**src/inc/xbus_defs.svh**
```systemverilog
`ifndef XBUS_DEFS_SVH
`define XBUS_DEFS_SVH
// ==========================================================
// Address widths
`define XB_MEM_AW        24
`define XB_IO_AW         16
// ==========================================================
// Clock chip port numbers
`define XB_CLK_ADDR_PORT 16'h0070
`define XB_CLK_DATA_PORT 16'h0071
`define XB_CLK_PORT_MASK 16'hfffe
// ==========================================================
// Default decode windows, overridable by parameter
`define XB_ROM_BASE      24'h0f0000
`define XB_ROM_MASK      24'hff0000
`define XB_KBD_BASE      16'h0060
`define XB_KBD_MASK      16'hfffb
// ==========================================================
// Shared pin count and inactive pin levels
`define XB_SHARED_PINS   4
`define XB_PINS_IDLE     4'hf
`define XB_PIN_IDLE      1'b1
`endif

```
**src/inc/xbus_pkg.sv**
```systemverilog
`include "xbus_defs.svh"
package xbus_pkg;
   // ==========================================================
   // One ISA command cycle, held for the whole cycle
   typedef struct packed {
      logic                      active;   // Command strobe phase
      logic                      io;       // I/O cycle, else memory
      logic                      write;    // Write, else read
      logic [`XB_MEM_AW-1:0]     addr;     // Low 16 bits for I/O
   } isa_cmd_s;

   // ==========================================================
   // Owner of the shared transceiver
   typedef enum logic [1:0] {
      ST_ISA,
      ST_TO_IDE,
      ST_IDE,
      ST_TO_ISA
   } owner_e;
endpackage

```
**src/rtl/xbus_select_decoder.sv**
```systemverilog
`timescale 1ns/1ps
`include "xbus_defs.svh"
// Contract
// - Address strobe only on I/O write 70h
// - Shared select on memory ROM decode
// - Shared select on I/O clock decode
// - Keyboard select on I/O keyboard decode
// - Read/write strobe on I/O write 71h
// - Data strobe on I/O read 71h
// - Shared pins carry IDE data while IDE owns
// - Drive transceiver enable: ISA or IDE
module xbus_select_decoder #(
   parameter logic [`XB_MEM_AW-1:0] ROM_BASE = `XB_ROM_BASE,
   parameter logic [`XB_MEM_AW-1:0] ROM_MASK = `XB_ROM_MASK,
   parameter logic [`XB_IO_AW-1:0]  KBD_BASE = `XB_KBD_BASE,
   parameter logic [`XB_IO_AW-1:0]  KBD_MASK = `XB_KBD_MASK
) (
   input  wire logic                        clk_i,
   input  wire logic                        arst_n_i,
   input  wire xbus_pkg::isa_cmd_s          isa_cmd_i,
   input  wire logic                        ide_req_i,
   input  wire logic [`XB_SHARED_PINS-1:0]  ide_dd_i,
   output logic                             isa_ready_o,
   output logic                             ide_grant_o,
   output logic                             bus_xcvr_oe_n_o,
   output logic                             clock_addr_strobe_n_o,
   output logic                             rom_clock_select_n_o,
   output logic                             keyboard_select_n_o,
   output logic                             clock_rw_strobe_n_o,
   output logic                             clock_data_strobe_n_o
);

   // ==========================================================
   // Elaboration checks
   // A base with bits outside its mask could never match
   if ((ROM_BASE & ~ROM_MASK) != '0) begin : g_bad_rom
      $error("ROM base has bits outside its mask");
   end
   if ((KBD_BASE & ~KBD_MASK) != '0) begin : g_bad_kbd
      $error("Keyboard base has bits outside its mask");
   end

   // ==========================================================
   // Owner state machine
   xbus_pkg::owner_e state_q;   // Current transceiver owner
   xbus_pkg::owner_e state_d;   // Next owner

   // One idle cycle each way so the transceiver never fights
   always_comb begin
      state_d = state_q;
      unique case (state_q)
         xbus_pkg::ST_ISA: begin
            // A running ISA cycle keeps the bus
            if (ide_req_i && !isa_cmd_i.active) begin
               state_d = xbus_pkg::ST_TO_IDE;
            end
         end
         xbus_pkg::ST_TO_IDE: begin
            state_d = xbus_pkg::ST_IDE;
         end
         xbus_pkg::ST_IDE: begin
            if (!ide_req_i) begin
               state_d = xbus_pkg::ST_TO_ISA;
            end
         end
         xbus_pkg::ST_TO_ISA: begin
            state_d = xbus_pkg::ST_ISA;
         end
      endcase
   end

   // Owner register
   always_ff @(posedge clk_i or negedge arst_n_i) begin
      if (!arst_n_i) begin
         state_q <= xbus_pkg::ST_ISA;
      end else begin
         state_q <= state_d;
      end
   end

   // ==========================================================
   // Address decode
   logic                 cyc_ok;     // Command seen while ISA owns
   logic [`XB_IO_AW-1:0] io_addr;    // I/O port number
   logic                 hit_rom;    // Memory cycle in ROM window
   logic                 hit_clk;    // I/O cycle to clock ports
   logic                 hit_kbd;    // I/O cycle to keyboard
   logic                 hit_cas;    // I/O write to address port
   logic                 hit_rw;     // I/O write to data port
   logic                 hit_ds;     // I/O read of data port

   assign io_addr = isa_cmd_i.addr[`XB_IO_AW-1:0];
   // Commands outside ISA ownership are ignored
   assign cyc_ok  = isa_cmd_i.active && (state_q == xbus_pkg::ST_ISA);

   // Decode qualifies address with command and I/O or memory class; only the three strobes also with direction
   always_comb begin
      hit_rom = cyc_ok && !isa_cmd_i.io &&
                ((isa_cmd_i.addr & ROM_MASK) == ROM_BASE);
      hit_clk = cyc_ok && isa_cmd_i.io &&
                ((io_addr & `XB_CLK_PORT_MASK) ==
                 `XB_CLK_ADDR_PORT);
      hit_kbd = cyc_ok && isa_cmd_i.io &&
                ((io_addr & KBD_MASK) == KBD_BASE);
      hit_cas = cyc_ok && isa_cmd_i.io && isa_cmd_i.write &&
                (io_addr == `XB_CLK_ADDR_PORT);
      hit_rw  = cyc_ok && isa_cmd_i.io && isa_cmd_i.write &&
                (io_addr == `XB_CLK_DATA_PORT);
      hit_ds  = cyc_ok && isa_cmd_i.io && !isa_cmd_i.write &&
                (io_addr == `XB_CLK_DATA_PORT);
   end

   // ==========================================================
   // Pin registers
   // Address strobe has its own pin, never shared
   always_ff @(posedge clk_i or negedge arst_n_i) begin
      if (!arst_n_i) begin
         clock_addr_strobe_n_o <= `XB_PIN_IDLE;
      end else begin
         clock_addr_strobe_n_o <= !hit_cas;
      end
   end

   // Shared pins: ISA selects, or IDE data when IDE owns
   always_ff @(posedge clk_i or negedge arst_n_i) begin
      if (!arst_n_i) begin
         {rom_clock_select_n_o, keyboard_select_n_o,
          clock_rw_strobe_n_o, clock_data_strobe_n_o}
            <= `XB_PINS_IDLE;
      end else if (state_d == xbus_pkg::ST_IDE) begin
         {rom_clock_select_n_o, keyboard_select_n_o,
          clock_rw_strobe_n_o, clock_data_strobe_n_o}
            <= ide_dd_i;
      end else begin
         // Held low for as long as the command stays active
         rom_clock_select_n_o  <= !(hit_rom || hit_clk);
         keyboard_select_n_o   <= !hit_kbd;
         clock_rw_strobe_n_o   <= !hit_rw;
         clock_data_strobe_n_o <= !hit_ds;
      end
   end

   // Transceiver enable and ownership flags
   // High enable also gates the selects off at the board
   always_ff @(posedge clk_i or negedge arst_n_i) begin
      if (!arst_n_i) begin
         bus_xcvr_oe_n_o <= 1'b0;
         ide_grant_o     <= 1'b0;
         isa_ready_o     <= 1'b1;
      end else begin
         bus_xcvr_oe_n_o <= (state_d == xbus_pkg::ST_IDE);
         ide_grant_o     <= (state_d == xbus_pkg::ST_IDE);
         isa_ready_o     <= (state_d == xbus_pkg::ST_ISA);
      end
   end

   logic [`XB_SHARED_PINS-1:0] shared_pins;  // Shared pin view
   assign shared_pins = {rom_clock_select_n_o, keyboard_select_n_o,
                         clock_rw_strobe_n_o, clock_data_strobe_n_o};
endmodule

```
**config.mk**
```make
export PLATFORM = sky130hd
export DESIGN_NAME = xbus_select_decoder
export DESIGN_NICKNAME = d
export VERILOG_FILES = /design/src/inc/xbus_pkg.sv /design/src/rtl/xbus_select_decoder.sv
export VERILOG_INCLUDE_DIRS = /design/src /design/src/inc
export SDC_FILE = /design/constraint.sdc
export NUM_CORES = 1
export LEC_CHECK = 0
export ABC_AREA = 1
export BUFFER_PORTS_ARGS = -buffer_cell sky130_fd_sc_hd__buf_2
export CORE_MARGIN = 2
export CORE_UTILIZATION = 39
export DETAILED_ROUTE_END_ITERATION = 10
export PLACE_DENSITY = 0.86
export RECOVER_POWER = 100
export SYNTH_ARGS = -nofsm -noshare
export SYNTH_HDL_FRONTEND = slang
export SYNTH_SLANG_ARGS = --single-unit
```
**constraint.sdc**
```tcl
create_clock -name clk_i -period 1.3 [get_ports clk_i]
set_input_delay 0.065 -clock clk_i [delete_from_list [all_inputs] [get_ports clk_i]]
set_output_delay 0.065 -clock clk_i [all_outputs]
set_load 0.05 [all_outputs]
```
==> Word-level counts from Yosys, hierarchy flattened <==
Cells that the tools add are included.
{ "op_classes": {"eq_ne": 9, "mux": 7, "n_reduce_logical": 23} }
{ "op_table": {"columns": ["op", "n"], "rows": [
  ["$eq A16 B7 Y1 const B", 2],
  ["$eq A15 B6 Y1 const B", 2],
  ["$logic_and A1 B1 Y1", 12],
  ["$eq A8 B4 Y1 const B", 1],
  ["$logic_not A1 Y1", 8],
  ["$pmux W2 S4", 1],
  ["$eq A2 B2 Y1 const B", 3],
  ["$logic_not A2 Y1", 2],
  ["$mux W1", 4],
  ["$mux W2", 2],
  ["$eq A2 B1 Y1 const B", 1],
  ["$logic_or A1 B1 Y1", 1]
]} }
{ "totals": {"reg_bits": 9, "in_bits": 34, "out_inout_bits": 8, "word_cells": 47} }

==> Depth between registers and ports, before layout <==
Gate-level depths: netlist of the first run.
{ "logic_depth": {"depth_word": 7, "mapped_depth": 8, "depth_no_buf": 8} }

==> Worst setup path before layout of the first run <==
OpenSTA, ideal clock, no wires.
{ "synth_timing": {"path_kind": "register to register", "startpoint": "reg state_q[0]", "endpoint": "reg clock_addr_strobe_n_o", "setup_time_ns": 0.077, "arrival_ns": 1.036, "t_required_ns": 1.223, "path_slack_ns": 0.187, "stages_incl_launch_ff": 7, "n_path_buf": 0, "path_cell_list": "dfrtp_1 > inv_2 > ha_1 > nand3_1 > nor2_1 > and3_1 > nand2_1"} }
{ "synth_between": {"elab_chain_cells": 6} }
{ "synth_rtl": {"columns": ["element", "line_no", "source"], "rows": [
  ["from (decl)", "xbus_select_decoder.sv:45", "xbus_pkg::owner_e state_q;"],
  ["from (signal assigned)", "xbus_select_decoder.sv:75", "state_q <= xbus_pkg::ST_ISA;"],
  ["from (signal assigned)", "xbus_select_decoder.sv:77", "state_q <= state_d;"],
  ["$logic_not A2 Y1", "xbus_select_decoder.sv:94", "assign cyc_ok = isa_cmd_i.active && (state_q == xbus_pkg::ST_ISA);"],
  ["$logic_and A1 B1 Y1", "xbus_select_decoder.sv:94", null],
  ["$logic_and A1 B1 Y1 (3 in a row)", "xbus_select_decoder.sv:105", "hit_cas = cyc_ok && isa_cmd_i.io && isa_cmd_i.write &&"],
  ["$logic_not A1 Y1", "xbus_select_decoder.sv:120", "clock_addr_strobe_n_o <= !hit_cas;"],
  ["to (signal assigned)", "xbus_select_decoder.sv:118", "clock_addr_strobe_n_o <= `XB_PIN_IDLE;"],
  ["to (signal assigned)", "xbus_select_decoder.sv:120", null],
  ["to (decl)", "xbus_select_decoder.sv:26", "output logic clock_addr_strobe_n_o,"]
]} }
No other way between the ends.

==> Final worst setup path of the first run <==
{ "layout_timing": {"startpoint": "reg state_q[0]", "endpoint": "reg rom_clock_select_n_o"} }
{ "layout_between": {"elab_chain_cells": 7, "word_cells_on_any_way": 16} }
{ "layout_rtl": {"columns": ["element", "line_no", "source"], "rows": [
  ["branches (longest 6 deep; another with $pmux W2 S4)", null, null],
  ["$mux W1 *", "xbus_select_decoder.sv:130", "end else if (state_d == xbus_pkg::ST_IDE) begin"],
  ["to (signal assigned)", "xbus_select_decoder.sv:136", "rom_clock_select_n_o <= !(hit_rom || hit_clk);"],
  ["to (decl)", "xbus_select_decoder.sv:27", "output logic rom_clock_select_n_o,"]
]} }
Mark *: on every way between the ends.

==> results of run 1 <==
how the worst max path moves through the flow:
stage	startpoint	to	slack, ns
6_report	state_q[0]	rom_clock_select_n_o	0.08
5_1_grt	state_q[1]	rom_clock_select_n_o	0.01
4_1_cts	state_q[0]	clock_rw_strobe_n_o	0.08
3_5_place_dp	state_q[1]	clock_rw_strobe_n_o	0.10
3_3_place_gp	state_q[0]	clock_rw_strobe_n_o	0.13
2_1_floorplan	state_q[0]	clock_addr_strobe_n_o	0.19
cell usage in the layout, fill, tap and decap left out:
| cell type | n |
|---|---|
| buf_2 | 32 |
| nand2_1 | 28 |
| nor2_1 | 26 |
| inv_1 | 8 |
| nand3_1 | 7 |
| dfstp_2 | 6 |
| clkbuf_2 | 6 |
| clkbuf_1 | 4 |
| dfrtp_1 | 3 |
| clkbuf_4 | 3 |
| inv_2 | 2 |
| nand2_2 | 1 |
| nand3b_4 | 1 |
| and3_1 | 1 |
| nand3_2 | 1 |
| nand3b_1 | 1 |
| nand4_1 | 1 |
| ha_2 | 1 |
| ha_1 | 1 |
| dlygate4sd3_1 | 1 |
state kept, by name, summed over array words and instances (netlist names):
register,count
keyboard_select_n_o,1
bus_xcvr_oe_n_o,1
state_q,2
clock_addr_strobe_n_o,1
clock_rw_strobe_n_o,1
rom_clock_select_n_o,1
isa_ready_o,1
clock_data_strobe_n_o,1
cell type report:
type | count | area (sq um) | area share (%)
multi-input cells | 69 | 321.6 | 37.85
flip-flops and latches | 9 | 232.7 | 27.39
repair buffers | 42 | 211.5 | 24.89
inverters | 10 | 37.54 | 4.418
clock buffers | 4 | 26.28 | 3.093
well taps | 16 | 20.02 | 2.356
power by group through the flow:
stage	clock network [mW]	logic (mW)	registers, mW
after floorplan	0	0.554	0.807
after global placement	0	1.04	0.491
after detailed placement	0	1.07	0.497
after CTS	0.211	1.08	0.494
after global routing	0.230	1.12	0.505
final	0.207	1.03	0.497
cells in the mapped netlist:
cell	number
nand3_1	7
and3_1	1
buf_4	1
inv_2	2
dfstp_2	6
nand3b_1	1
nand2_1	28
nand3b_4	1
dfrtp_1	3
nand2_2	1
ha_1	2
nand3_4	1
inv_1	8
nand4_1	1
nor2_1	26
through the flow:
| step | area, sq um | worst slack (ns) | total power, mW | hold slack, ns |
|---|---|---|---|---|
| 2_1_floorplan | 604.3 | 0.1870 | 1.361 | -0.2306 |
| 3_3_place_gp | 822.0 | 0.1306 | 1.535 | -0.08578 |
| 3_5_place_dp | 822.0 | 0.1001 | 1.568 | -0.07993 |
| 4_1_cts | 858.3 | 0.07667 | 1.781 | 0.003191 |
| 5_1_grt | 849.6 | 0.01252 | 1.852 | 0.005063 |
| 6_report | 849.6 | 0.08278 | 1.736 | 0.001650 |
metal layers:
layer | GRT usage, % | routed length [um]
met5 | 0 | 0
met1 | 15.75 | 517
met3 | 1.667 | 93
met4 | 8.485 | 31
met2 | 34.63 | 800
timing repair:
item | 4_1_cts | 5_1_grt
setup endpoints to repair | 0 | 3
endpoints found under the hold margin | 9 | 0
gates resized for setup | 0 | 1
setup buffers | 0 | 0
hold buffers | 1 | 0
kinds of logic (layout without fill, tap and decap cells):
family	after synthesis	after routing	synth area share (%)
fa+ha+maj	2	2	4.140
buf+inv	11	56	7.455
flops	9	9	38.51
simple gates	67	67	49.90
critical path: stages, from the launching register on:
cell	delay, ns
dfrtp_1	0.38
inv_2	0.08
ha_2	0.21
nand3b_4	0.14
nand3_2	0.12
inv_2	0.11
nand2_1	0.06
nand2_1	0.07
==> metrics.md, run 1 <==
| Metric | Value |
|---|---|
| Fin. Hold Viols | 0 |
| Hold EP | clock_data_strobe_n_o |
| CTS max path bufs | 2 |
| Hold depth | 3 |
| Ant diodes | 0 |
| H-tree levels | 1 |
| I/O pin total | 42 |
| Critical R2R Capture | rom_clock_select_n_o |
| Placer Congestion | 0.7444 |
| Die width | about 43 um |
| Vias/cell | around 4.7 |
| Fill cells | 150 |
| Syn Std Cell Area | 604.3 sq um |
| DR vias | around 710 |
| Fin util | 57.74% |
| WL final | 1442 um |
| Post-DR wirelength/cell | 9.613 um |
| Fin crit period | 1.217 ns |
| Max-cap violations | 0 |
| Sw frac | 49.78% |
| Period utilization | 93.63% |
| Critical R2R Launch | state_q[0] |
| Layout cells sized above 1 | 39.55% |
| VDD IR max | 0.0007880 V |
| Post-route insts no fill | 150 |
| Syn_nets | about 130 |
| Synth unique cells | 15 |
| I/O Buffers | 41 |
| CTS clock-pin slew for the worst setup and hold paths | 0.06 ns |
| WP data required | 1.50 ns |
| DRT Pass-1 Iters | 4 |
| Height of the die | roughly 43 um |
| Slew margin rel. | 60.79% |
| Detailed router's first-iteration violation count | 8 |
| Element type at the critical path end | flop |
| Sequential area share after synthesis | about two fifths |
| Max Freq | 821.5 MHz |
| Clock share of power | 11.9% |
| Final setup fails | 0 |
| CTS tree | yes |
| Largest area contributor in the netlist | dfstp_2 |
| Crit start category | flop |
| Sw power | a little under 0.9 mW |
| Post-Syn Instances | 89 |
| Origin of the worst min-delay path | ide_dd_i[0] |
| First-pass GRT wire length | 2456 um |
| Ys Warns | 0 |
| Starting density of the core | 41.07% |
| Pwr/cell area | a little over 2000 nW/um^2 |
| Outcome | complete, no violations |
| Root buffer cell | clkbuf_4 |
| Logic pwr share | 59.5% |
| Final Max Slew Viols | 0 |
| Synth area leaders | dfstp_2 (26%), nand2_1 (17%), nor2_1 (16%) |
| Worst Reg-to-Reg Cells | 7 |
| Vias in the first global route | between 600 and 700 |
| Final setup TNS | 0 ns |
| Post-Route Skew | 0.002623 ns |
| Worst hold path class | input pin to flop |
| Slew @ Worst Pin | 0.5907 ns |
| Hpwl dp | 1279 um |
| Int Power | 0.8720 mW |
| Clock Latency Late Sink | 0.26 ns |
| Final #Nets | 171 |
| #FFs+latches synth | 9 |
| Placed cells | 145 |
| Num CTS Buffers | 3 |
| Largest net degree at the start of global routing | 10 |
| Max FO, Critical Path | 5 |
| Total congestion overflow | 0 |
| Flop pwr share | between 20 and 30% |
| DRT antenna net count | 0 |
| Crit Path Class | flop to flop |
| FP Rows | 14 |
| Worst R2R Setup Slack | 0.08 ns |
| Core area | approximately 1500 sq um |
| Synthesized area per cell | 6.790 sq um |
| Initial antenna violation count | 0 |
| Leakage | 0.4810 nW |
| DRC viols | 0 |
| Area Growth Syn to Fin | 40.58% |
| Die footprint | 1881 sq um |
| CTS sink cnt | 9 |
| Area share of the largest cell type after synthesis | a little over a quarter |
| Worst Path Arrival | between 1 and 1.5 ns |
| RSZ-0062 raised after global routing | false |
| Overall routing resource usage | around 17% |
Note: power is estimated with default switching activity, not from simulation.
==> inputs of run 2 (changes only) <==
REMOVE_ABC_BUFFERS = 1   (was default)
==> run 2 against run 1 <==
Hold slack better by 0.013 ns. Critical endpoint is now clock_rw_strobe_n_o. Count of clock-buffer cells in the layout unchanged. Sequential cell count unchanged. Sequential share of layout area down 0.48 points. Clock power down 2%. Highest routed layer unchanged. Non-clock buffer count unchanged. Sequential power about the same. Power up 2.6%. Cell count unchanged. Largest power group unchanged. Register-to-register slack about the same.
==> metrics.md, run 2 (synthesized netlist as in run 1, its figures left out) <==
| Metric | Value |
|---|---|
| Hpwl dp | 1190 um (-7.0%) |
| Slew @ Worst Pin | 0.5924 ns (+0.001703 ns) |
| CTS clock-pin slew for the worst setup and hold paths | 0.05 ns (about the same) |
| CTS tree | yes |
| Max-cap violations | 0 (unchanged) |
| Post-Route Skew | 0.001773 ns (-0.0008492 ns) |
| I/O pin total | 42 (unchanged) |
| Crit start category | flop |
| Starting density of the core | 41.07% (unchanged) |
| WP data required | 1.49 ns (about the same) |
| Detailed router's first-iteration violation count | 6 (-2) |
| Final setup fails | 0 (unchanged) |
| CTS sink cnt | 9 (unchanged) |
| Fin util | 58.76% (+1.0 points) |
| Die width | 43.37 um (unchanged) |
| GRT met3 Usage | 2.917% (+1.3 points) |
| Slew margin rel. | 60.68% (-0.11 points) |
| Worst Path Arrival | 1.40 ns (-0.02 ns) |
| Dpl ws | 0.06987 ns (-0.03024 ns) |
| Fin crit period | 1.203 ns (-0.01378 ns) |
| Ant diodes | 0 (unchanged) |
| I/O Buffers | 41 (unchanged) |
| Leakage | 0.4825 nW (+0.30%) |
| Num CTS Buffers | 3 (unchanged) |
| Post-route insts no fill | 150 (unchanged) |
| Max FO, Critical Path | 5 (unchanged) |
| Crit-path slowest cell | dfrtp_1 |
| Final Max Slew Viols | 0 (unchanged) |
| Max incr delay on CP | 0.40 ns (+0.02 ns) |
| Final setup TNS | 0 ns (unchanged) |
| Post-DR wirelength/cell | 9.067 um (-5.7%) |
| Vias/cell | 4.447 (-5.5%) |
| Buf/Inv on CP | 2 (unchanged) |
| Height of the die | 43.37 um (unchanged) |
| RSZ-0062 raised after global routing | false |
| Vias in the first global route | 651 (-6.5%) |
| Placed cell areas | 822.0 sq um (unchanged) |
| Placed cells | 145 (unchanged) |
| FP Rows | 14 (unchanged) |
| Period utilization | 92.57% (-1.1 points) |
| Fin. Hold Viols | 0 (unchanged) |
| Cell family with most CP delay | flip-flops |
| Core area | 1471 sq um (unchanged) |
| M2 GR Usage | 31.94% (-2.7 points) |
| CTS max path bufs | 2 (unchanged) |
| Final #Nets | 171 (unchanged) |
| Initial antenna violation count | 0 (unchanged) |
| H-tree levels | 1 (unchanged) |
| Largest net degree at the start of global routing | 10 (unchanged) |
| Most common cell after layout, fill and taps aside | buf_2 |
| Total congestion overflow | 0 (unchanged) |
| Placer Congestion | 0.7813 (+5.0%) |
| Max reg flops | 2 (unchanged) |
| DRT antenna net count | 0 (unchanged) |
| PnR Total Power | 1.781 mW (+2.6%) |
| Top reg by flops | state_q |
| Worst R2R Setup Slack | 0.1 ns (about the same) |
| Layout cells sized above 1 | 41.04% (+1.5 points) |
| WL final | 1360 um (-5.7%) |
| First-pass GRT wire length | 2387 um (-2.8%) |
| Element type at the critical path end | flop |
| Cells along the critical path | inv_1, ha_2, nand3b_4, nand3_4, inv_2, nand2_1, nand2_1 |
| Root buffer cell | clkbuf_4 |
| Outcome | complete, no violations |
| Max Freq | 830.9 MHz (+1.1%) |
| Die footprint | 1881 sq um (unchanged) |
| Clock Latency Late Sink | 0.25 ns (about the same) |
| Worst hold path class | input pin to flop |
| Crit Path Class | flop to flop |
| Post-CTS Setup Inserts | 0 (unchanged) |
| Cell area after layout | 864.6 sq um (+1.8%) |
| Worst setup margin | 0.09655 ns (+0.01378 ns) |
| Met1 usage | 17.11% (+1.4 points) |
| GR peak layer | met2 |
| DRT Pass-1 Iters | 4 (unchanged) |
| Most frequent cells in the layout | buf_2 (32), nand2_1 (28), nor2_1 (25) |
| Area Growth Syn to Fin | 43.06% |
| DR vias | 667 (-5.5%) |
| WHS | 0.01509 ns (+0.01345 ns) |
| Pwr/cell area | 2060 nW/um^2 (+0.82%) |
| DRC viols | 0 (unchanged) |
| VDD IR max | 0.0008321 V (+5.6%) |
| Most frequent CP cell | nand2_1 |
| Overall routing resource usage | 17.23% (+0.45 points) |
run 2: cell counts in the layout (fill, tap and decap cells not counted):
No cell type changed its count.
run 2: routing by layer:
layer	vias up	routed length (um)
met5	-	0
met4	0	36
met3	4	95
met2	25	702
met1	276	525
li1	362	-
run 2: final timing paths:
check                                       endpoint  cells past startpoint   startpoint
worst max-delay path             clock_rw_strobe_n_o                      7   state_q[1]
worst min-delay path            rom_clock_select_n_o                      3  ide_dd_i[3]
worst max register to register   clock_rw_strobe_n_o                      7   state_q[1]
worst min register to register            state_q[0]                      4   state_q[0]
max in group asynchronous        clock_rw_strobe_n_o                      2     arst_n_i
min in group asynchronous            bus_xcvr_oe_n_o                      2     arst_n_i
run 2: timing repair:
action                                  4_1_cts  5_1_grt
endpoints found under the setup margin        0        5
hold buffers                                  1        0
hold endpoints to repair                      9        0
gates resized for setup                       0        3
run 2: worst min-delay path, cell delays in order:
cell and delay [ns]:
buf_2 0.10, nand2_1 0.05, nand2_1 0.05
run 2: area by class of cell:
class | count | area [sq um]
inverters | 10 | 37.54
multi-input cells | 69 | 336.6
clock buffers | 4 | 26.28
fillers | 151 | 606.8
well taps | 16 | 20.02
flip-flops and latches | 9 | 232.7
repair buffers | 42 | 211.5
run 2: where the power goes:
part | internal (mW) | switching (mW) | total (mW) | leakage, nW
Combinational | 0.323 | 0.759 | 1.08 | 0.368
Clock | 0.117 | 0.0844 | 0.202 | 0.0150
Sequential | 0.455 | 0.0420 | 0.497 | 0.0999
Total | 0.896 | 0.886 | 1.78 | 0.482
==> inputs of run 3 (changes only) <==
ABC_AREA = default   (was 1)
CORE_UTILIZATION = 36   (was 39)
==> run 3 against run 2 <==
The flow now finishes with violations (negative setup slack). Hold slack gained 0.011 ns. Wire length grew 7.5%. Setup slack lost 0.39 ns. Synthesized cell count shrank 53%. Die area shrank 11%. Register-to-register slack lost 0.39 ns. Cell count shrank 27%. Critical endpoint is now clock_data_strobe_n_o. Largest power group unchanged. Highest routed layer unchanged.
==> metrics.md, run 3 <==
| Metric | Value |
|---|---|
| Post-synth top flop | dfstp_2 |
| Top-count cell post-synth | dfstp_2 |
| Layout cells sized above 1 | 77.66% (+37 points) |
| Die width | 40.87 um (-5.8%) |
| CTS tree | yes |
| Final #Nets | 131 (-23%) |
| Fill cells | 100 (-34%) |
| Worst Path Arrival | 1.76 ns (+0.36 ns) |
| Area Growth Syn to Fin | 75.96% |
| First-pass GRT wire length | 2173 um (-9.0%) |
| Height of the die | 40.87 um (-5.8%) |
| Clock Latency Late Sink | 0.26 ns (about the same) |
| Sw frac | 47.05% (-2.7 points) |
| Post-Route Skew | 0.004031 ns (+0.002257 ns) |
| Post-synth EDFFs | 0 (unchanged) |
| Int Power | 0.9981 mW (+11%) |
| FP Rows | 13 (-1) |
| Die footprint | 1670 sq um (-11%) |
| DRC viols | 0 (unchanged) |
| Max Freq | 629.2 MHz (-24%) |
| Worst setup margin | -0.2893 ns (-0.3858 ns) |
| CTS clock-pin slew for the worst setup and hold paths | 0.07 ns (+0.02 ns) |
| Overall routing resource usage | 21.13% (+3.9 points) |
| Total congestion overflow | 0 (unchanged) |
| Area share of the largest cell type after synthesis | 32.23% (+6.1 points) |
| Starting density of the core | 38.07% (-3.0 points) |
| Post-DR wirelength/cell | 13.41 um (+48%) |
| I/O Buffers | 41 (unchanged) |
| Largest area contributor in the netlist | dfstp_2 |
| Crit start category | flop |
| Detailed router's first-iteration violation count | 7 (+1) |
| DRT antenna net count | 0 (unchanged) |
| Sw power | 0.8869 mW (+0.12%) |
| Synthesized area per cell | 11.65 sq um (+72%) |
| H-tree levels | 1 (unchanged) |
| Slew @ Worst Pin | 0.4629 ns (-0.1295 ns) |
| Most frequent cells after synthesis | dfstp_2 (6), nor2_1 (5), inv_1 (4) |
| Clock share of power | 11.5% (+0.2 points) |
| Ant diodes | 0 (unchanged) |
| CTS sink cnt | 9 (unchanged) |
| Most frequent cells in the layout | buf_2 (40), dfstp_2 (6), buf_4 (5) |
| Pwr/cell area | 2190 nW/um^2 (+6.3%) |
| Fin crit period | 1.589 ns (+0.3858 ns) |
| CTS max path bufs | 2 (unchanged) |
| Top reg by flops | state_q |
| Root buffer cell | clkbuf_4 |
| RSZ-0062 raised after global routing | true |
| Most common cell after layout, fill and taps aside | buf_2 |
| Flop pwr share | 24.8% (-3.1 points) |
| Core area | 1285 sq um (-13%) |
| Largest net degree at the start of global routing | 10 (unchanged) |
| VDD IR max | 0.001136 V (+37%) |
| Max reg flops | 2 (unchanged) |
| I/O pin total | 42 (unchanged) |
| Slew margin rel. | 69.14% (+8.5 points) |
| Period utilization | 122.3% (+30 points) |
| #FFs+latches synth | 9 (unchanged) |
| Vias/cell | 5.147 (+16%) |
| Outcome | finished, violations left |
| Final Max Slew Viols | 0 (unchanged) |
| Element type at the critical path end | flop |
| Fin util | 66.99% (+8.2 points) |
| Syn Std Cell Area | 489.2 sq um (-19%) |
| Leakage | 0.4044 nW (-16%) |
| Worst hold path class | input pin to flop |
| Synth unique cells | 22 (+7) |
| Fin. Hold Viols | 0 (unchanged) |
| Synth area leaders | dfstp_2 (32%), dfrtp_1 (15%), ha_1 (5.1%) |
| Post-Syn Instances | 42 (-53%) |
| Max FO, Critical Path | 8 (+3) |
| Logic pwr share | 63.7% (+2.9 points) |
| DR vias | 561 (-16%) |
| Final setup fails | 8 (+8) |
| Async S/R FF share, synth | 100.0% (unchanged) |
| Placer Congestion | 0.7515 (-3.8%) |
| Crit Path Class | flop to flop |
| DRT Pass-1 Iters | 2 (-2) |
| Vias in the first global route | 506 (-22%) |
| Max-cap violations | 0 (unchanged) |
| WP data required | 1.47 ns (-0.02 ns) |
| Dpl ws | -0.3303 ns (-0.4002 ns) |
| WL final | 1462 um (+7.5%) |
| Sequential area share after synthesis | 47.57% (+9.1 points) |
| Initial antenna violation count | 0 (unchanged) |
| Ys Warns | 0 (unchanged) |
| Num CTS Buffers | 3 (unchanged) |
| Failing checks | negative setup slack |
## run 3: per-stage QoR
step	area, sq um	power (mW)	setup TNS (ns)	cells	hold WS [ns]
2_1_floorplan	481.7	1.130	-0.4554	41	-0.2306
3_3_place_gp	720.7	1.333	-0.8064	99	-0.08219
3_5_place_dp	720.7	1.378	-1.318	99	-0.07836
4_1_cts	812.0	1.738	-1.037	107	0.03282
5_1_grt	860.8	2.025	-2.196	109	0.01148
6_report	860.8	1.885	-1.553	109	0.02603
## run 3: final timing paths
kind,startpoint,endpoint,slack (ns),cells after the start
max,state_q[1],clock_data_strobe_n_o,-0.29,7
min,ide_dd_i[3],rom_clock_select_n_o,0.03,2
max reg2reg,state_q[1],clock_data_strobe_n_o,-0.29,7
min reg2reg,state_q[1],state_q[1],0.68,2
max in group asynchronous,arst_n_i,clock_data_strobe_n_o,0.69,2
min in group asynchronous,arst_n_i,state_q[1],0.27,2
## run 3: layout make-up
cell class	count	area [sq um]	share of cell area [%]
Inverter	4	15.01	1.744
Tap cell	15	18.77	2.180
Clock buffer	4	26.28	3.052
Sequential cell	9	232.7	27.03
Timing Repair Buffer	49	272.8	31.69
Multi-Input combinational cell	28	295.3	34.30
## run 3: power groups by stage
stage / clock network (mW) / logic (mW) / registers, mW
floorplan: 0 / 0.358 / 0.772
finish: 0.217 / 1.20 / 0.467
detailed placement: 0 / 0.913 / 0.465
CTS: 0.222 / 1.05 / 0.467
global placement: 0 / 0.874 / 0.459
global route: 0.246 / 1.30 / 0.481
## run 3: logic make-up (layout without fill, tap and decap cells)
| logic type | Yosys count | count (layout) | share of synthesized area, % |
|---|---|---|---|
| and+or+nand+nor | 20 | 20 | 34.27 |
| DFF | 9 | 9 | 47.57 |
| AOI/OAI and AO/OA | 6 | 6 | 8.440 |
| buffers and inverters | 5 | 57 | 4.603 |
| adders and majority gates | 2 | 2 | 5.114 |
## run 3: layer usage
layer | global-route usage, % | part of all wire [%] | vias up
li1 | - | - | 261
met5 | 0 | 0 | -
met3 | 6.522 | 10 | 7
met1 | 19.60 | 33 | 257
met2 | 40.63 | 54 | 36
met4 | 10.00 | 3.1 | 0
## run 3: repair_timing
item | CTS | global route
endpoints found under the setup margin | 7 | 8
endpoints found under the hold margin | 11 | 0
cloned | 0 | 0
hold buffers | 2 | 0
setup buffers | 2 | 2
pin swaps | 6 | 2
resized for setup | 8 | 10
## run 3: critical path: stages, from the launching register on
cell,delay (ns)
dfrtp_1,0.37
inv_2,0.06
ha_4,0.16
buf_4,0.12
or3b_4,0.39
nand4_4,0.14
nor2_2,0.07
a41oi_2,0.18
